### src/shared/mci_pkg.sv
// Package of constants and types for the motion command intake block.
package mci_pkg;

  // ------------------------------------------------------------------
  // Register offsets
  // ------------------------------------------------------------------
  localparam logic [7:0] ADDR_CMD_CODE   = 8'h00;
  localparam logic [7:0] ADDR_CMD_MODE   = 8'h01;
  localparam logic [7:0] ADDR_CMD_SEND   = 8'h02;
  localparam logic [7:0] ADDR_CMD_NUMBER = 8'h03;
  localparam logic [7:0] ADDR_STATUS     = 8'h04;
  localparam logic [7:0] ADDR_FLAGS      = 8'h05;
  localparam logic [7:0] ADDR_CONTROL    = 8'h06;

  // ------------------------------------------------------------------
  // Field positions
  // ------------------------------------------------------------------
  localparam int SEND_FAIL_BIT   = 0;
  localparam int ST_PENDING_BIT  = 0;
  localparam int ST_IDLE_BIT     = 1;
  localparam int ST_SLOT_BIT     = 2;
  localparam int ST_FAULT_BIT    = 3;
  localparam int ST_ENO_BIT      = 4;
  localparam int ST_STOPPING_BIT = 5;
  localparam int FL_BADOP_BIT    = 0;
  localparam int FL_OVF_BIT      = 1;
  localparam int FL_SEQ_BIT      = 2;
  localparam int CTL_DONE_BIT    = 0;
  localparam int CTL_STOPPED_BIT = 1;

  // ------------------------------------------------------------------
  // Reset values and timing
  // ------------------------------------------------------------------
  localparam logic [6:0] SEQ_FIRST        = 7'h01;
  localparam logic [6:0] SEQ_LAST         = 7'h7F;
  localparam logic [7:0] REJECT_MASK      = 8'h80;
  localparam logic [7:0] NUMBER_RESET     = 8'h00;
  localparam int         XFER_TIME_NS     = 40;
  localparam int         CLK_PERIOD_NS    = 4;
  localparam int         XFER_CYCLES      = (XFER_TIME_NS + CLK_PERIOD_NS - 1) / CLK_PERIOD_NS;

  // ------------------------------------------------------------------
  // Command codes and buffer modes
  // ------------------------------------------------------------------
  typedef enum logic [7:0] {
    CMD_NONE     = 8'h00,
    CMD_FREQ     = 8'h01,
    CMD_VELOCITY = 8'h02,
    CMD_ABSOLUTE = 8'h03,
    CMD_RELATIVE = 8'h04,
    CMD_HOMING   = 8'h05,
    CMD_PRESET   = 8'h06
  } mci_cmd_type;

  typedef enum logic [1:0] {
    MODE_ABORT    = 2'h0,
    MODE_BUFFERED = 2'h1,
    MODE_MERGE    = 2'h2
  } mci_mode_type;

  typedef struct packed {
    mci_cmd_type  code;
    mci_mode_type mode;
    logic [6:0]   seq;
  } mci_slot_type;

endpackage

### src/verilog/mci_top.sv
// Command intake of one pulse-train motion channel.
`timescale 1ns/100ps
`default_nettype none
module mci_top #(
  parameter int XFER_CYCLES = mci_pkg::XFER_CYCLES
) (
  // Clock and reset
  input  wire logic       clk_in,
  input  wire logic       rst_n_in,
  // Register port
  input  wire logic [7:0] addr_in,
  input  wire logic [7:0] wdata_in,
  input  wire logic       wr_in,
  input  wire logic       rd_in,
  output logic      [7:0] rdata_out,
  // Motion side
  input  wire logic       halt_req_in,
  input  wire logic       motion_done_in,
  input  wire logic       axis_stopped_in,
  output logic            halt_axis_out,
  output logic            merge_out,
  output logic      [7:0] active_code_out,
  output logic            start_out
);

  // ------------------------------------------------------------------
  // Halt, completion and standstill crossing
  // ------------------------------------------------------------------
  logic halt_sync;
  logic done_sync;
  logic stopped_sync;

  mci_sync2 u_sync_halt (
    .clk_in   (clk_in),
    .rst_n_in (rst_n_in),
    .async_in (halt_req_in),
    .sync_out (halt_sync)
  );

  mci_sync2 u_sync_done (
    .clk_in   (clk_in),
    .rst_n_in (rst_n_in),
    .async_in (motion_done_in),
    .sync_out (done_sync)
  );

  mci_sync2 u_sync_stop (
    .clk_in   (clk_in),
    .rst_n_in (rst_n_in),
    .async_in (axis_stopped_in),
    .sync_out (stopped_sync)
  );

  // ------------------------------------------------------------------
  // Command staging and transfer
  // ------------------------------------------------------------------
  typedef enum logic [1:0] {
    XF_IDLE  = 2'b00,
    XF_BUSY  = 2'b01,
    XF_DECIDE = 2'b10
  } mci_xfer_type;

  mci_xfer_type          xfer_reg;
  logic            [7:0] code_reg;
  logic            [1:0] mode_reg;
  logic            [7:0] xfer_cnt_reg;
  logic                  fail_reg;
  logic            [6:0] seq_value;
  logic                  send_req;
  logic                  decide;

  assign send_req = wr_in && (addr_in == mci_pkg::ADDR_CMD_SEND);
  assign decide   = (xfer_reg == XF_DECIDE);

  mci_seq_counter u_seq (
    .clk_in     (clk_in),
    .rst_n_in   (rst_n_in),
    .advance_in (decide && !fail_reg),
    .seq_out    (seq_value)
  );

  always_ff @(posedge clk_in or negedge rst_n_in) begin
    if (!rst_n_in) begin
      code_reg <= 8'h00;
      mode_reg <= 2'h0;
    end else if (wr_in && xfer_reg == XF_IDLE) begin
      if (addr_in == mci_pkg::ADDR_CMD_CODE) begin
        code_reg <= wdata_in;
      end
      if (addr_in == mci_pkg::ADDR_CMD_MODE) begin
        mode_reg <= wdata_in[1:0];
      end
    end
  end

  // A send during a running exchange is dropped without any trace.
  always_ff @(posedge clk_in or negedge rst_n_in) begin
    if (!rst_n_in) begin
      xfer_reg     <= XF_IDLE;
      xfer_cnt_reg <= 8'h00;
      fail_reg     <= 1'b0;
    end else begin
      case (xfer_reg)
        XF_IDLE: begin
          if (send_req) begin
            xfer_reg     <= XF_BUSY;
            xfer_cnt_reg <= 8'(XFER_CYCLES);
            fail_reg     <= wdata_in[mci_pkg::SEND_FAIL_BIT];
          end
        end
        XF_BUSY: begin
          if (xfer_cnt_reg <= 8'h01) begin
            xfer_reg <= XF_DECIDE;
          end else begin
            xfer_cnt_reg <= xfer_cnt_reg - 8'h01;
          end
        end
        XF_DECIDE: begin
          xfer_reg <= XF_IDLE;
        end
        default: begin
          xfer_reg <= XF_IDLE;
        end
      endcase
    end
  end

  // ------------------------------------------------------------------
  // Acceptance decision
  // ------------------------------------------------------------------
  mci_pkg::mci_slot_type exec_reg;
  mci_pkg::mci_slot_type queue_reg;
  logic                  exec_valid_reg;
  logic                  queue_valid_reg;
  logic                  stopping_reg;
  logic                  code_ok;
  logic                  is_pos;
  logic                  is_queued_mode;
  logic                  seq_ok;
  logic                  overflow;
  logic                  accept;

  always_comb begin
    code_ok = 1'b0;
    is_pos  = 1'b0;
    case (code_reg)
      mci_pkg::CMD_FREQ,
      mci_pkg::CMD_VELOCITY,
      mci_pkg::CMD_HOMING,
      mci_pkg::CMD_PRESET: begin
        code_ok = 1'b1;
      end
      mci_pkg::CMD_ABSOLUTE,
      mci_pkg::CMD_RELATIVE: begin
        code_ok = 1'b1;
        is_pos  = 1'b1;
      end
      default: begin
        code_ok = 1'b0;
      end
    endcase
  end

  assign is_queued_mode = (mode_reg == mci_pkg::MODE_BUFFERED) ||
                          (mode_reg == mci_pkg::MODE_MERGE);

  // Sequence table of current versus next command.
  always_comb begin
    seq_ok = 1'b0;
    if (!exec_valid_reg) begin
      seq_ok = 1'b1;
    end else if (exec_reg.code == mci_pkg::CMD_HOMING ||
                 exec_reg.code == mci_pkg::CMD_PRESET) begin
      seq_ok = 1'b0;
    end else if (code_reg == mci_pkg::CMD_HOMING || code_reg == mci_pkg::CMD_PRESET) begin
      seq_ok = 1'b0;
    end else if (is_pos && is_queued_mode) begin
      seq_ok = (exec_reg.code == mci_pkg::CMD_ABSOLUTE) ||
               (exec_reg.code == mci_pkg::CMD_RELATIVE);
    end else begin
      seq_ok = 1'b1;
    end
  end

  assign overflow = exec_valid_reg && queue_valid_reg;
  assign accept   = code_ok && !stopping_reg && !halt_sync && !overflow && seq_ok;

  // ------------------------------------------------------------------
  // Executing and queued slots
  // ------------------------------------------------------------------
  logic abort_all;
  logic to_queue;
  logic done_prev_reg;
  logic done_pend_reg;
  logic done_hit;

  assign abort_all = decide && !fail_reg && code_ok && !accept && !halt_sync && !stopping_reg;
  assign to_queue  = exec_valid_reg && is_pos && is_queued_mode && (exec_reg.code != code_reg);
  assign done_hit  = (done_sync && !done_prev_reg) || done_pend_reg;

  // Completion is taken on its rising edge, so the level that lingers through the
  // synchroniser cannot retire the command that starts behind it.
  // An edge that meets a queuing decision waits here for one cycle.
  always_ff @(posedge clk_in or negedge rst_n_in) begin
    if (!rst_n_in) begin
      done_prev_reg <= 1'b0;
      done_pend_reg <= 1'b0;
    end else begin
      done_prev_reg <= done_sync;
      done_pend_reg <= done_sync && !done_prev_reg && decide && !fail_reg && accept && to_queue;
    end
  end

  always_ff @(posedge clk_in or negedge rst_n_in) begin
    if (!rst_n_in) begin
      exec_reg        <= '0;
      queue_reg       <= '0;
      exec_valid_reg  <= 1'b0;
      queue_valid_reg <= 1'b0;
      start_out       <= 1'b0;
      merge_out       <= 1'b0;
    end else begin
      start_out <= 1'b0;
      if (halt_sync || abort_all) begin
        exec_valid_reg  <= 1'b0;
        queue_valid_reg <= 1'b0;
      end else if (decide && !fail_reg && accept) begin
        if (to_queue) begin
          queue_reg       <= '{mci_pkg::mci_cmd_type'(code_reg),
                               mci_pkg::mci_mode_type'(mode_reg), seq_value};
          queue_valid_reg <= 1'b1;
        end else begin
          // Abort mode, or a command of the active type, replaces at once.
          exec_reg        <= '{mci_pkg::mci_cmd_type'(code_reg),
                               mci_pkg::mci_mode_type'(mode_reg), seq_value};
          exec_valid_reg  <= 1'b1;
          queue_valid_reg <= 1'b0;
          start_out       <= 1'b1;
          merge_out       <= 1'b0;
        end
      end else if (exec_valid_reg && done_hit) begin
        // Buffered waits for completion; merge is flagged to the profile.
        exec_reg        <= queue_reg;
        exec_valid_reg  <= queue_valid_reg;
        queue_valid_reg <= 1'b0;
        start_out       <= queue_valid_reg;
        merge_out       <= queue_valid_reg && (queue_reg.mode == mci_pkg::MODE_MERGE);
      end
    end
  end

  // Stopping lasts from a halt or abort until the halt request is gone and the axis reports standstill.
  always_ff @(posedge clk_in or negedge rst_n_in) begin
    if (!rst_n_in) begin
      stopping_reg  <= 1'b0;
      halt_axis_out <= 1'b0;
    end else begin
      if (halt_sync || abort_all) begin
        stopping_reg <= 1'b1;
      end else if (stopped_sync) begin
        stopping_reg <= 1'b0;
      end
      halt_axis_out <= halt_sync || abort_all || (stopping_reg && !stopped_sync);
    end
  end

  always_ff @(posedge clk_in or negedge rst_n_in) begin
    if (!rst_n_in) begin
      active_code_out <= 8'h00;
    end else begin
      active_code_out <= exec_valid_reg ? exec_reg.code : 8'h00;
    end
  end

  // ------------------------------------------------------------------
  // Returned number and flags
  // ------------------------------------------------------------------
  logic [7:0] number_reg;
  logic       success_reg;
  logic       fault_reg;
  logic       badop_reg;
  logic       ovf_reg;
  logic       seqinv_reg;
  logic       flags_clr;
  logic       reject;

  assign flags_clr = wr_in && (addr_in == mci_pkg::ADDR_FLAGS);
  assign reject    = decide && !fail_reg && !accept;

  // One number serves both issue paths.
  always_ff @(posedge clk_in or negedge rst_n_in) begin
    if (!rst_n_in) begin
      number_reg  <= mci_pkg::NUMBER_RESET;
      success_reg <= 1'b0;
    end else if (decide) begin
      if (fail_reg) begin
        number_reg  <= mci_pkg::NUMBER_RESET;
        success_reg <= 1'b0;
      end else if (accept) begin
        number_reg  <= {1'b0, seq_value};
        success_reg <= 1'b1;
      end else begin
        number_reg  <= mci_pkg::REJECT_MASK | {1'b0, seq_value};
        success_reg <= 1'b1;
      end
    end
  end

  // Write-one-to-clear; a setting event in the same cycle wins.
  always_ff @(posedge clk_in or negedge rst_n_in) begin
    if (!rst_n_in) begin
      fault_reg  <= 1'b0;
      badop_reg  <= 1'b0;
      ovf_reg    <= 1'b0;
      seqinv_reg <= 1'b0;
    end else begin
      fault_reg  <= (decide && (fail_reg || !accept)) ||
                    (fault_reg && !(flags_clr && wdata_in[mci_pkg::ST_FAULT_BIT]));
      badop_reg  <= (reject && !code_ok) ||
                    (badop_reg && !(flags_clr && wdata_in[mci_pkg::FL_BADOP_BIT]));
      ovf_reg    <= (reject && code_ok && overflow) ||
                    (ovf_reg && !(flags_clr && wdata_in[mci_pkg::FL_OVF_BIT]));
      seqinv_reg <= (reject && code_ok && !overflow && !seq_ok) ||
                    (seqinv_reg && !(flags_clr && wdata_in[mci_pkg::FL_SEQ_BIT]));
    end
  end

  // ------------------------------------------------------------------
  // Read port
  // ------------------------------------------------------------------
  logic       idle_bit;
  logic       slot_bit;
  logic [7:0] status_word;

  // Both low while sending or full; 1/0 never shown.
  assign idle_bit = (xfer_reg == XF_IDLE) && !exec_valid_reg;
  assign slot_bit = (xfer_reg == XF_IDLE) && !queue_valid_reg;

  always_comb begin
    status_word = 8'h00;
    status_word[mci_pkg::ST_PENDING_BIT]  = (xfer_reg != XF_IDLE);
    status_word[mci_pkg::ST_IDLE_BIT]     = idle_bit;
    status_word[mci_pkg::ST_SLOT_BIT]     = slot_bit;
    status_word[mci_pkg::ST_FAULT_BIT]    = fault_reg;
    status_word[mci_pkg::ST_ENO_BIT]      = success_reg;
    status_word[mci_pkg::ST_STOPPING_BIT] = stopping_reg;
  end

  always_ff @(posedge clk_in or negedge rst_n_in) begin
    if (!rst_n_in) begin
      rdata_out <= 8'h00;
    end else if (rd_in) begin
      case (addr_in)
        mci_pkg::ADDR_CMD_CODE:   rdata_out <= code_reg;
        mci_pkg::ADDR_CMD_MODE:   rdata_out <= {6'h00, mode_reg};
        mci_pkg::ADDR_CMD_NUMBER: rdata_out <= number_reg;
        mci_pkg::ADDR_STATUS:     rdata_out <= status_word;
        mci_pkg::ADDR_FLAGS:      rdata_out <= {5'h00, seqinv_reg, ovf_reg, badop_reg};
        default:                  rdata_out <= 8'h00;
      endcase
    end else begin
      rdata_out <= 8'h00;
    end
  end

  // ------------------------------------------------------------------
  // Checks
  // ------------------------------------------------------------------
  reject_stopping_a: assert property (@(posedge clk_in) disable iff (!rst_n_in)
    decide && !fail_reg && stopping_reg |=> number_reg[7])
    else $error("command accepted while stopping");

  accept_number_a: assert property (@(posedge clk_in) disable iff (!rst_n_in)
    decide && !fail_reg && accept |=> number_reg >= 8'h01 && number_reg <= 8'h7F && success_reg)
    else $error("accepted number out of range");

  reject_number_a: assert property (@(posedge clk_in) disable iff (!rst_n_in)
    reject |=> number_reg >= 8'h81 && fault_reg)
    else $error("rejected number lacks top bit");

  fail_zero_a: assert property (@(posedge clk_in) disable iff (!rst_n_in)
    decide && fail_reg |=> number_reg == 8'h00 && !success_reg && fault_reg)
    else $error("failed transfer not zero");

  busy_ignore_a: assert property (@(posedge clk_in) disable iff (!rst_n_in)
    xfer_reg == XF_BUSY && send_req && xfer_cnt_reg > 8'h01 |=> xfer_reg == XF_BUSY)
    else $error("send during transfer not ignored");

  pending_len_a: assert property (@(posedge clk_in) disable iff (!rst_n_in)
    xfer_reg == XF_IDLE && send_req |=> status_word[mci_pkg::ST_PENDING_BIT] [*2])
    else $error("pending bit dropped early");

  overflow_abort_a: assert property (@(posedge clk_in) disable iff (!rst_n_in)
    decide && !fail_reg && code_ok && overflow && !halt_sync && !stopping_reg
      |=> ovf_reg && !exec_valid_reg ##1 halt_axis_out)
    else $error("overflow did not abort");

  queue_slot_a: assert property (@(posedge clk_in) disable iff (!rst_n_in)
    !(idle_bit && !slot_bit))
    else $error("idle without free slot");

  bad_code_a: assert property (@(posedge clk_in) disable iff (!rst_n_in)
    decide && !fail_reg && !code_ok |=> badop_reg && number_reg[7])
    else $error("bad code not flagged");

endmodule
`default_nettype wire

### src/verilog/mci_seq_counter.sv
// Command number generator wrapping from the last number back to the first.
`timescale 1ns/100ps
`default_nettype none
module mci_seq_counter (
  // Clock and reset
  input  wire logic       clk_in,
  input  wire logic       rst_n_in,
  // Control
  input  wire logic       advance_in,
  // Value
  output logic      [6:0] seq_out
);

  always_ff @(posedge clk_in or negedge rst_n_in) begin
    if (!rst_n_in) begin
      seq_out <= mci_pkg::SEQ_FIRST;
    end else if (advance_in) begin
      if (seq_out == mci_pkg::SEQ_LAST) begin
        seq_out <= mci_pkg::SEQ_FIRST;
      end else begin
        seq_out <= seq_out + 7'h01;
      end
    end
  end

endmodule
`default_nettype wire

### src/verilog/mci_sync2.sv
// Two-flop synchroniser for one level from outside the clock domain.
`timescale 1ns/100ps
`default_nettype none
module mci_sync2 (
  // Clock and reset
  input  wire logic clk_in,
  input  wire logic rst_n_in,
  // Level
  input  wire logic async_in,
  output logic      sync_out
);

  logic meta_reg;

  always_ff @(posedge clk_in or negedge rst_n_in) begin
    if (!rst_n_in) begin
      meta_reg <= 1'b0;
      sync_out <= 1'b0;
    end else begin
      meta_reg <= async_in;
      sync_out <= meta_reg;
    end
  end

endmodule
`default_nettype wire

### config.mk
export PLATFORM = sky130hd
export DESIGN_NAME = mci_top
export DESIGN_NICKNAME = d
export VERILOG_FILES = /design/src/shared/mci_pkg.sv /design/src/verilog/mci_top.sv /design/src/verilog/mci_seq_counter.sv /design/src/verilog/mci_sync2.sv
export SDC_FILE = /design/constraint.sdc
export NUM_CORES = 1
export LEC_CHECK = 0
export BUFFER_PORTS_ARGS = -buffer_cell sky130_fd_sc_hd__buf_4
export CAP_MARGIN = 15
export CORE_ASPECT_RATIO = 0.9
export CORE_MARGIN = 5
export CORE_UTILIZATION = 45
export DETAILED_ROUTE_END_ITERATION = 6
export PLACE_DENSITY = 0.7
export SYNTH_ARGS = -nofsm -noshare
export SYNTH_HDL_FRONTEND = slang
export SYNTH_SLANG_ARGS = --single-unit
### constraint.sdc
create_clock -name clk_in -period 3.65 [get_ports clk_in]
set_clock_uncertainty 0.05 [all_clocks]
set_input_delay 0.1825 -clock clk_in [delete_from_list [all_inputs] [get_ports clk_in]]
set_output_delay 0.1825 -clock clk_in [all_outputs]
set_load 0.02 [all_outputs]
* After elaboration in Yosys (flattened, before gate mapping)
Index checks and enable logic that the tools add are counted.
** Word-level totals
- Memory bits (read-only) :: 0
- Register bits :: 96
- Output and inout port bits :: 19
- Bits in latches :: 0
- Word-level logic and storage cells :: 189
- Memory bits (writable) :: 0
- Memories :: 0
** Operators by class
- Shifts and indexed selects :: 0
- Bitwise gates (word level) :: 1
- Eq/ne operators :: 27
- Multiplexer cells :: 39
- Reductions and logical operators :: 87
- Add/subtract/negate cells :: 2
- Multipliers :: 0
- Div/mod/pow operators :: 0
- $lt $le $gt $ge :: 1
** Operators with widths (number)
- 8-bit by 3-bit == test with 1-bit output, second input constant :: 8
- 17-bit 2-to-1 mux :: 3
- 8-bit 2-to-1 mux :: 6
- 1-bit logical AND :: 43
- 8-bit by 2-bit == test with 1-bit output, second input constant :: 5
- 8-bit case mux with 5 select lines :: 1
- 1-bit 2-to-1 mux :: 24
- 8-bit by 1-bit == test with 1-bit output, second input constant :: 2
- 8-bit case mux with 2 select lines :: 1
- 1-bit logical NOT :: 15
- 1-bit logical OR :: 12
- 2-bit AND reduction :: 5
- 3-bit AND reduction :: 3
- 8-bit by 1-bit less-or-equal comparator with 1-bit output, second input constant :: 1
- 8-bit logical NOT :: 1
- 2-bit != test, second input constant :: 4
- 8-bit != test :: 1
- 2-bit nonzero test :: 4
- 8-bit by 1-bit subtractor with 8-bit output, second input constant :: 1
- 7-bit by 1-bit adder with 7-bit output, second input constant :: 1
- 7-bit == test, second input constant :: 1
- 7-bit 2-to-1 mux :: 1
- 2-bit == test, second input constant :: 3
- 6-bit OR reduction :: 1
- other kinds (8) :: 10

* Logic depth before layout (Yosys ltp)
Gate-level depths: netlist of run 1.
- Word-level depth :: 16
- Gate-level depth with buffers :: 10

* Hierarchy
Synthesis of run 1 repeated with hierarchy kept, for this count alone.
** Unflattened totals
- Cell total of the unflattened synthesis :: 370
- Area total of the unflattened synthesis :: 4211.5 sq um
** By module, submodules not included
- mci_top :: cells each 334, area an instance 3724.8 sq um, instances 1
- mci_seq_counter :: cells each 30, area an instance 336.6 sq um, instances 1
- mci_sync2 :: cells each 2, area an instance 50.0 sq um, instances 3

* Least setup slack after synthesis of run 1
Ideal clock, no wire load.
- Path kind :: reg-to-reg
- From :: register code_reg[4]
- To :: register queue_reg[10] (netlist name)
- Arrival :: 2.623 ns
- Data required time :: 3.475 ns
- Stages on the path, launching flop included :: 10
- Slack :: 0.852 ns
- Period minus slack after synthesis :: 2.798 ns
- Library setup time :: 0.125 ns
- Path through :: dfrtp_1 or4_4 or4_1 buf_2 nor2_4 and4_1 buf_6 nor2b_4 buf_6 mux2_4
** On the way
- Longest elaborated chain between the ends :: 16
** RTL lines
- start, declared :: line mci_top.sv:64 : logic [7:0] code_reg;
- start signal, assigned :: line mci_top.sv:88 : code_reg <= wdata_in;
- 8-bit by 2-bit == test with 1-bit output or 8-bit by 3-bit == test with 1-bit output (tied branches) :: line mci_top.sv:146 : case (code_reg)
- 2-bit OR reduction
- 1-bit 2-to-1 mux :: line mci_top.sv:146
- 1-bit logical AND :: line mci_top.sv:177 : end else if (is_pos && is_queued_mode) begin
- 1-bit 2-to-1 mux :: line mci_top.sv:177
- 1-bit 2-to-1 mux :: line mci_top.sv:175 : end else if (code_reg == mci_pkg::CMD_HOMING || code_reg == mci_pkg::CMD_PRESET) begin
- 1-bit 2-to-1 mux :: line mci_top.sv:172 : end else if (exec_reg.code == mci_pkg::CMD_HOMING ||
- 1-bit 2-to-1 mux :: line mci_top.sv:170 : if (!exec_valid_reg) begin
- 1-bit logical AND :: line mci_top.sv:186 : assign accept = code_ok && !stopping_reg && !halt_sync && !overflow && seq_ok;
- 1-bit logical NOT :: line mci_top.sv:197 : assign abort_all = decide && !fail_reg && code_ok && !accept && !halt_sync && !stopping_reg;
- 1-bit logical AND (3 in a row) :: line mci_top.sv:197
- 1-bit logical OR :: line mci_top.sv:224 : if (halt_sync || abort_all) begin
- 1-bit inverter (no source line)
- 3-bit AND reduction (no source line) *
- end signal, assigned :: line mci_top.sv:229 : queue_reg <= '{mci_pkg::mci_cmd_type'(code_reg),
- end, declared :: line mci_top.sv:132 : mci_pkg::mci_slot_type queue_reg;
Mark *: on every way between the ends. The rest lies on a longest branch, timed or not.
A chain may end at the register's enable or synchronous reset.

* Worst setup path in the final report of run 1
- From :: register code_reg[4]
- To :: register queue_reg[9] (netlist name)
Same word-level chain as after synthesis.

==> PnR_summary.wiki, run 1 <==
{| class="wikitable"
! Metric !! Value
|-
| Synthesized area || between 4000 and 5000 µm²
|-
| Kind of cell adding the most delay to the critical path || simple AND/OR/NAND/NOR gates
|-
| Relative slew margins || 0.444
|-
| Biggest cell delay along the critical path || a little under 0.7 ns
|-
| Result of the run || complete, no violations
|-
| Largest net degree at the start of global routing || 90
|-
| Most frequent cell after synthesis || dfrtp_1
|-
| Maxcap violations || 0
|-
| TritonCTS clock tree || built
|-
| Starting utilization of the core area || 0.457
|-
| Final worst path period need || 3.17 ns
|-
| PnR worst setup slack || 0.483 ns
|-
| HPWL after DPL || 6380 µm
|-
| Wire per inst || 16.0 µm
|-
| Number of hold-slack violations in the final timing report || 0
|-
| Site Rows || 33
|-
| CTS max path bufs || 2
|-
| Floorplan die area || 11200 µm²
|-
| Post-synthesis area per instance || 10.7 µm²
|-
| Leak Pwr || 2.17 nW
|-
| Final layout net count || between 400 and 500
|-
| Required time worst endpoint || roughly 3.9 ns
|-
| Number of detailed-routing iterations run before antenna repair || 4
|-
| Least-Margin Pin Slew || 0.832 ns
|-
| Worst Setup Start Kind || flip-flop
|-
| Initial DRC Count || 137
|-
| Initial antenna violation count || 1
|-
| Flip-flop count of the largest register after layout || 10
|-
| Post-synth cell types || 58
|-
| RSZ-0062 raised after global routing || no
|-
| Clock root buffer || clkbuf_8
|-
| Final core utilization || 0.535
|-
| Wire length of the first global-routing pass || 15000 µm
|-
| Path category of the worst min-delay check || in -> reg
|-
| Endpoint class of the critical path || flip-flop
|-
| Grt ovf || 0
|-
| Sequential fraction of the synthesis area || 0.539
|-
| Count of final max-slew check failures || 0
|-
| Critical path fanouts, max || 11
|-
| Main area contributors after synthesis || dfrtp_1, xor2_1, mux2_2
|-
| Number of buffers and inverters on the critical path || 0
|-
| Placeable core region || 9040 µm²
|-
| Total power per unit cell area || 390 nW/µm²
|-
| Setup TNS Final || 0 ns
|-
| GR Util All Layers || 0.167
|-
| Synthesized instance count || 386
|-
| IO buf count || 41
|-
| Critical path, cell by cell || or4_4, or4_1, nor2_4, and4_1, nor2b_4, mux2_2
|-
| Share of the clock period used by the worst path || 0.868
|-
| Chip Width || around 110 µm
|-
| CTS H-tree depth || 3
|-
| Synthesis Warnings || 0
|-
| Top_reg_cell synth || dfrtp_1
|-
| Final count of negative-setup-slack endpoints || 0
|-
| Setup Crit Path Kind || reg -> reg
|-
| Die outline height || between 100 and 150 µm
|-
| Count of pins on the block boundary || 42
|-
| Vias in the first global route || between 2k and 3k
|-
| Wire length reported by the detailed router || 8970 µm
|-
| Clock-pin slew on the worst setup and hold paths || 0.09 ns
|-
| Synthesis-to-layout area growth || 17.1%
|-
| Clock latency at the later pin of the worst-skew pair || around 0.37 ns
|-
| Remaining design rule violation count || 0
|-
| Post-synth EDFFs || 0
|-
| Max Clk Rate || 316 MHz
|-
| Number of buffers created by CTS || 9
|-
| Number of nets with antenna violations after detailed routing || 0
|-
| ANT cells || 0
|-
| Data arrival, critical path || approximately 3.4 ns
|-
| Number of synthesized register bits || between 80 and 90
|-
| Pre-CTS setup slack || 0.504 ns
|-
| Number of filler cells placed in the layout || ~800
|-
| Share of synthesized flip-flops with an asynchronous set or reset || 1.00
|-
| Total number of vias || 3095
|-
| Routability Congestion || between 0.8 and 0.9
|-
| Post-DR vias/cell || 5.52
|-
| Worst IR Drop VDD || 0.225 mV
|-
| Fraction of final layout cells with drive strength greater than 1 || 0.198
|-
| Synth area leader || dfrtp_1
|-
| Total nets after synthesis || 412
|-
| Clock tree sinks || 89
|-
| Portion of synthesized cell area occupied by the leading cell type || 0.533
|-
| Cell types with the highest counts after synthesis || dfrtp_1, nand2_1, nor2_1
|-
| Max stage delay cell, worst path || or4_1
|}
report_power, final:
group	switching (mW)	total, mW	internal [mW]	leakage (nW)
sequential	0.0443	1.07	1.02	1.19
combinational	0.0934	0.170	0.0764	0.891
clock	0.388	0.650	0.262	0.0927
total	0.526	1.89	1.36	2.17
metal layers:
layer  global-route usage  part of all wire  vias to the layer above
met3               0.0348             0.055                       13
met4               0.0804             0.019                        2
met2                0.245              0.45                       79
met5                    0            0.0014                        -
met1                0.236              0.47                     1520
li1                     -                 -                     1481
worst paths after layout:
check | startpoint | end | slack (ns) | cells past startpoint
worst max-delay path | code_reg[4] | queue_reg[9] | 0.48 | 6
worst min-delay path | wdata_in[4] | code_reg[4] | 0.01 | 2
worst max register to register | code_reg[4] | queue_reg[9] | 0.48 | 6
worst min register to register | u_sync_done.meta_reg | u_sync_done.sync_out | 0.30 | 0
max in group asynchronous | rst_n_in | u_seq.seq_out[0] | 2.63 | 3
min in group asynchronous | rst_n_in | u_sync_done.meta_reg | 0.26 | 2
kinds of logic (layout without fill, tap and decap cells):
kind of cell / count (synthesis) / after routing / synth area share
muxes: 18 / 18 / 0.0508
xor gates and xnor gates: 21 / 21 / 0.0445
and+or+nand+nor: 148 / 148 / 0.198
AOI/OAI and AO/OA: 76 / 76 / 0.126
DFF: 89 / 89 / 0.539
adders and majority gates: 3 / 3 / 0.00908
buffers and inverters: 31 / 84 / 0.0324
area by class of cell:
class / instances / area (µm²) / area share
well taps: 122 / 153 / 0.0315
repair buffers: 55 / 453 / 0.0935
clock inverters: 7 / 62.6 / 0.0129
inverters: 13 / 48.8 / 0.0101
clock buffers: 9 / 124 / 0.0256
multi-input cells: 266 / 1770 / 0.366
flip-flops and latches: 89 / 2230 / 0.460
placed cells by master, fill, tap and decap left out, drive strengths merged, types with 4 or more instances in the layout:
master       Yosys  final
nand2b           8      8
mux2            15     15
o21ai           24     24
buf              6     47
or4              6      6
a32oi            5      5
nand2           30     30
a22oi            5      5
or2              4      4
xnor2            5      5
nor2            26     26
a21oi           12     12
a31oi            4      4
nor2b            7      7
nor3             8      8
dfrtp           88     88
nand3           18     18
dlygate4sd3      0      8
nor4             6      6
xor2            16     16
o211ai           8      8
clkbuf          12      9
nor4b            4      4
and2            11     11
inv             13     17
nand3b           4      4
metrics by stage:
step | area (µm²) | total power [mW] | hold WS (ns) | std cells
after CTS | 4800 | 1.90 | 0.00191 | 559
final | 4840 | 1.89 | 0.0148 | 561
after global routing | 4840 | 1.98 | 0.0112 | 561
after global placement | 4550 | 1.24 | 0.242 | 536
after floorplan | 4140 | 1.17 | -0.163 | 386
after detailed placement | 4550 | 1.25 | 0.244 | 536
what timing repair did:
item / CTS / global route
hold buffers: 7 / 1
gates resized for setup: 0 / 0
hold endpoints to repair: 7 / 34
setup buffers: 0 / 0
Note: power is estimated with default switching activity, not from simulation.
==> run 2: changes to the inputs <==
- CORE_MARGIN: 5 -> unset
==> PnR_summary.wiki, run 2 (synthesized netlist as in run 1, its figures left out) <==
{| class="wikitable"
! Metric !! Value
|-
| Clock tree sinks || 89 (unchanged)
|-
| CTS H-tree depth || 3 (unchanged)
|-
| Fraction of final layout cells with drive strength greater than 1 || 0.191 (was 0.198)
|-
| Floorplan die area || 9580 µm² (was 11200 µm²)
|-
| Post-DR vias/cell || 5.63 (was 5.52)
|-
| Final Cell Area || 4800 µm² (was 4840 µm²)
|-
| Relative slew margins || 0.364 (was 0.444)
|-
| Number of instances resized during post-cts repair || 0 (unchanged)
|-
| Wire length reported by the detailed router || 9110 µm (was 8970 µm)
|-
| Total cell area at the placement stage || 4540 µm² (was 4550 µm²)
|-
| Number of detailed-routing iterations run before antenna repair || 5 (was 4)
|-
| Final worst path period need || 3.22 ns (was 3.17 ns)
|-
| TritonCTS clock tree || built (unchanged)
|-
| Routability Congestion || 0.864 (was 0.858)
|-
| Number of filler cells placed in the layout || 761 (was 804)
|-
| IO buf count || 41 (unchanged)
|-
| Setup Crit Path Kind || reg -> reg (unchanged)
|-
| Worst Setup Start Kind || flip-flop (unchanged)
|-
| Total power per unit cell area || 409 nW/µm² (was 390 nW/µm²)
|-
| Placeable core region || 8730 µm² (was 9040 µm²)
|-
| CTS max path bufs || 2 (unchanged)
|-
| Clock latency at the later pin of the worst-skew pair || 0.36 ns (was 0.37 ns)
|-
| Most common cell after layout, fill and taps aside || dfrtp_1 (unchanged)
|-
| Least-Margin Pin Slew || 0.954 ns (was 0.832 ns)
|-
| Count of pins on the block boundary || 42 (unchanged)
|-
| Clock-pin slew on the worst setup and hold paths || 0.08 ns (was 0.09 ns)
|-
| Final layout net count || 455 (was 460)
|-
| Synthesis-to-layout area growth || 16.1% (was 17.1%)
|-
| HPWL after DPL || 6450 µm (was 6380 µm)
|-
| Share of the clock period used by the worst path || 0.883 (was 0.868)
|-
| Final count of negative-setup-slack endpoints || 0 (unchanged)
|-
| Vias in the first global route || 3004 (was 2965)
|-
| Initial antenna violation count || 0 (was 1)
|-
| Commonest cells after routing, fill and taps aside || dfrtp_1, buf_4, nand2_1 (unchanged)
|-
| Result of the run || complete, no violations (unchanged)
|-
| Remaining design rule violation count || 0 (unchanged)
|-
| Number of hold-slack violations in the final timing report || 0 (unchanged)
|-
| Number of nets with antenna violations after detailed routing || 0 (unchanged)
|-
| RSZ-0062 raised after global routing || no (unchanged)
|-
| Maxcap violations || 0 (unchanged)
|-
| Die outline height || 92.9 µm (was 101 µm)
|-
| Starting utilization of the core area || 0.474 (was 0.457)
|-
| ANT cells || 0 (unchanged)
|-
| Data arrival, critical path || 3.42 ns (was 3.37 ns)
|-
| Critical path fanouts, max || 11 (unchanged)
|-
| Wire length of the first global-routing pass || 15300 µm (was 15000 µm)
|-
| Total number of vias || 3115 (was 3095)
|-
| Flip-flop count of the largest register after layout || 10 (unchanged)
|-
| Count of final max-slew check failures || 0 (unchanged)
|-
| Max Clk Rate || 310 MHz (was 316 MHz)
|-
| Chip Width || 103 µm (was 111 µm)
|-
| Leak Pwr || 2.15 nW (was 2.17 nW)
|-
| Number of buffers created by CTS || 9 (unchanged)
|-
| Worst IR Drop VDD || 0.250 mV (was 0.225 mV)
|-
| FF-to-FF setup slack || 0.43 ns (was 0.48 ns)
|-
| Required time worst endpoint || 3.84 ns (was 3.85 ns)
|-
| Setup TNS Final || 0 ns (unchanged)
|-
| Clock root buffer || clkbuf_8 (unchanged)
|-
| Largest net degree at the start of global routing || 78 (was 90)
|-
| Wire per inst || 16.5 µm (was 16.0 µm)
|-
| Path category of the worst min-delay check || in -> reg (unchanged)
|-
| Site Rows || 32 (was 33)
|-
| Initial DRC Count || 228 (was 137)
|-
| Grt ovf || 0 (unchanged)
|-
| Endpoint class of the critical path || flip-flop (unchanged)
|-
| GR Util All Layers || 0.214 (was 0.167)
|}
[run 2: changes by cell type in the layout (fill, tap and decap cells not counted), sizes merged]
| cell | previous run | this run |
|---|---|---|
| buf | 47 | 45 |
| dlygate4sd3 | 8 | 5 |
| inv | 17 | 13 |
| bufinv | 0 | 2 |
| clkbuf | 9 | 11 |
[run 2: final cells by class]
cell class                 instances  area, µm²  share of cell area
clock buffer                      11        131              0.0274
clock inverter                     5       81.3              0.0169
inverter                          13       48.8              0.0102
multi-input combinational        266       1770               0.369
sequential                        89       2230               0.464
tap                              119        149              0.0310
timing repair buffer              50        388              0.0808
[run 2: worst max-delay path, cell delays in order, from the launching register on]
cell and delay (ns):
dfrtp_1 0.44, or4_4 0.58, or4_1 0.69, nor2_4 0.20, and4_1 0.40, nor2b_4 0.38
mux2_2 0.37
[run 2: power by group]
part | internal [mW] | switching [mW] | total [mW] | leakage (nW)
clock | 0.386 | 0.341 | 0.727 | 0.104
sequential | 1.02 | 0.0474 | 1.07 | 1.19
combinational | 0.0727 | 0.0935 | 0.166 | 0.859
total | 1.48 | 0.482 | 1.96 | 2.15
[run 2: per-stage QoR]
stage                     setup slack [ns]  std cells  hold slack, ns  power (mW)  utilization
after floorplan                      0.852        386          -0.163        1.17            -
after global placement               0.534        532           0.243        1.24        0.520
after detailed placement             0.450        532           0.243        1.25        0.520
after CTS                            0.430        553         0.00373        1.98        0.550
after global routing                 0.339        553         0.00110        2.05        0.550
final                                0.426        553          0.0123        1.96        0.550
[run 2: timing repair]
item,4_1_cts,5_1_grt
hold buffers,5,0
setup endpoints to repair,0,0
endpoints found under the hold margin,79,0
buffers inserted,0,0
[run 2: final timing paths]
check / startpoint / end / depth (start not counted)
min: wdata_in[7] / code_reg[7] / 2
min reg2reg: u_sync_done.meta_reg / u_sync_done.sync_out / 0
min in group asynchronous: rst_n_in / xfer_cnt_reg[2] / 2
max: code_reg[4] / queue_reg[9] / 6
max reg2reg: code_reg[4] / queue_reg[9] / 6
max in group asynchronous: rst_n_in / queue_reg[8] / 3
[run 2: metal layers]
layer	up-vias	share of wire	global-route usage
met3	9	0.062	0.0528
met5	-	0	0
li1	1461	-	-
met2	115	0.44	0.306
met4	0	0.0081	0.0610
met1	1530	0.49	0.319
==> run 3: changes to the inputs <==
- BUFFER_PORTS_ARGS: -buffer_cell sky130_fd_sc_hd__buf_4 -> -buffer_cell sky130_fd_sc_hd__buf_2
- SLEW_MARGIN: unset -> 0
==> PnR_summary.wiki, run 3 (synthesized netlist as in run 1, its figures left out) <==
{| class="wikitable"
! Metric !! Value
|-
| CTS max path bufs || 2 (unchanged)
|-
| Clock tree sinks || 89 (unchanged)
|-
| Share of the clock period used by the worst path || 0.872 (was 0.883)
|-
| Site Rows || 32 (unchanged)
|-
| Initial DRC Count || 245 (was 228)
|-
| Post-DR vias/cell || 5.54 (was 5.63)
|-
| End point of the critical path || queue_reg[9] (unchanged)
|-
| Required time worst endpoint || 3.85 ns (was 3.84 ns)
|-
| Clock latency at the later pin of the worst-skew pair || 0.36 ns (about the same)
|-
| Most common cell after layout, fill and taps aside || dfrtp_1 (unchanged)
|-
| RSZ-0062 raised after global routing || no (unchanged)
|-
| Chip Width || 103 µm (unchanged)
|-
| Wire length of the first global-routing pass || 14600 µm (was 15300 µm)
|-
| Relative slew margins || 0.486 (was 0.364)
|-
| Starting utilization of the core area || 0.474 (unchanged)
|-
| Count of pins on the block boundary || 42 (unchanged)
|-
| FF-to-FF setup slack || 0.47 ns (was 0.43 ns)
|-
| Count of final max-slew check failures || 0 (unchanged)
|-
| Number of hold-slack violations in the final timing report || 0 (unchanged)
|-
| Endpoint class of the critical path || flip-flop (unchanged)
|-
| Floorplan die area || 9580 µm² (unchanged)
|-
| Critical path fanouts, max || 11 (unchanged)
|-
| Path category of the worst min-delay check || in -> reg (unchanged)
|-
| Final count of negative-setup-slack endpoints || 0 (unchanged)
|-
| Worst R2R End || queue_reg[9] (unchanged)
|-
| Number of placed instances, taps included || 531 (was 532)
|-
| IO buf count || 41 (unchanged)
|-
| Number of nets with antenna violations after detailed routing || 0 (unchanged)
|-
| CTS H-tree depth || 3 (unchanged)
|-
| Leak Pwr || 2.13 nW (was 2.15 nW)
|-
| HPWL after DPL || 6320 µm (was 6450 µm)
|-
| ANT cells || 0 (unchanged)
|-
| Number of buffers created by CTS || 9 (unchanged)
|-
| Setup TNS Final || 0 ns (unchanged)
|-
| Grt ovf || 0 (unchanged)
|-
| Setup Crit Path Kind || reg -> reg (unchanged)
|-
| Maxcap violations || 0 (unchanged)
|-
| Placeable core region || 8730 µm² (unchanged)
|-
| Number of detailed-routing iterations run before antenna repair || 4 (was 5)
|-
| Wire per inst || 16.1 µm (was 16.5 µm)
|-
| R2R depth || 6 (unchanged)
|-
| Result of the run || complete, no violations (unchanged)
|-
| Total number of vias || 3067 (was 3115)
|-
| Number of instances resized during post-cts repair || 0 (unchanged)
|-
| Wire length reported by the detailed router || 8920 µm (was 9110 µm)
|-
| Post-Layout Cell Count || 554 (was 553)
|-
| Clock-pin slew on the worst setup and hold paths || 0.09 ns (was 0.08 ns)
|-
| Largest net degree at the start of global routing || 90 (was 78)
|-
| Launching instance or port of the critical path || code_reg[4] (unchanged)
|-
| Least-Margin Pin Slew || 0.767 ns (was 0.954 ns)
|-
| Worst reg2reg startpoint || code_reg[4] (unchanged)
|-
| Synthesis-to-layout area growth || 14.0% (was 16.1%)
|-
| Vias in the first global route || 2817 (was 3004)
|-
| Remaining design rule violation count || 0 (unchanged)
|-
| GR Util All Layers || 0.204 (was 0.214)
|-
| Routability Congestion || 0.851 (was 0.864)
|-
| TritonCTS clock tree || built (unchanged)
|-
| Data arrival, critical path || 3.38 ns (was 3.42 ns)
|-
| Fraction of final layout cells with drive strength greater than 1 || 0.191 (about the same)
|-
| Initial antenna violation count || 0 (unchanged)
|-
| Total power per unit cell area || 404 nW/µm² (was 409 nW/µm²)
|-
| Worst Setup Start Kind || flip-flop (unchanged)
|-
| Worst IR Drop VDD || 0.158 mV (was 0.250 mV)
|-
| Max Clk Rate || 314 MHz (was 310 MHz)
|-
| Final worst path period need || 3.18 ns (was 3.22 ns)
|-
| Commonest cells after routing, fill and taps aside || dfrtp_1, buf_2, nand2_1 (was dfrtp_1, buf_4, nand2_1)
|-
| Die outline height || 92.9 µm (unchanged)
|-
| Clock root buffer || clkbuf_8 (unchanged)
|-
| Final layout net count || 456 (was 455)
|-
| Flip-flop count of the largest register after layout || 10 (unchanged)
|}
## run 3: per-stage QoR
step	hold slack (ns)	total power, mW	area (µm²)	setup slack (ns)	utilization
5_1_grt	0.00307	2.00	4710	0.346	0.540
3_5_place_dp	0.243	1.24	4430	0.500	0.507
6_report	0.0233	1.90	4710	0.469	0.540
3_3_place_gp	0.242	1.23	4430	0.541	0.507
2_1_floorplan	-0.163	1.17	4140	0.852	-
4_1_cts	0.00179	1.92	4670	0.475	0.535
## run 3: timing repair
action | CTS | global route
hold endpoints to repair | 4 | 88
hold buffers | 4 | 2
buffers inserted | 0 | 0
## run 3: final cells by class
| class | instances | area (µm²) |
|---|---|---|
| Fill cell | 790 | 4010 |
| Sequential cell | 89 | 2230 |
| Multi-Input combinational cell | 266 | 1770 |
| Timing Repair Buffer | 51 | 318 |
| Tap cell | 119 | 149 |
| Clock buffer | 12 | 145 |
| Clock inverter | 4 | 52.6 |
| Inverter | 13 | 48.8 |
## run 3: how the worst min path moves through the flow
stage / start / slack [ns] / cells after the start / end
global placement: motion_done_in / 0.24 / 1 / u_sync_done.meta_reg
finish: wdata_in[5] / 0.02 / 2 / code_reg[5]
CTS: wdata_in[6] / 0.002 / 2 / code_reg[6]
global route: wdata_in[5] / 0.003 / 2 / code_reg[5]
detailed placement: halt_req_in / 0.24 / 1 / u_sync_halt.meta_reg
floorplan: rst_n_in / -0.16 / 0 / active_code_out[0]
## run 3: power by group
part	internal [mW]	switching, mW
Sequential	1.02	0.0482
Combinational	0.0688	0.0945
Clock	0.336	0.335
Total	1.43	0.478
## run 3: metal layers
metal,up-vias,global-route usage,wire length [µm]
li1,1469,-,-
met2,81,0.290,3910
met3,10,0.0536,407
met4,0,0.0528,91
met5,-,0,0
met1,1507,0.308,4520
## run 3: worst max-delay path, stage by stage, from the launching register on
cell     delay (ns)
dfrtp_1        0.43
or4_4          0.57
or4_1          0.69
nor2_4         0.19
and4_1         0.39
nor2b_4        0.37
mux2_2         0.37
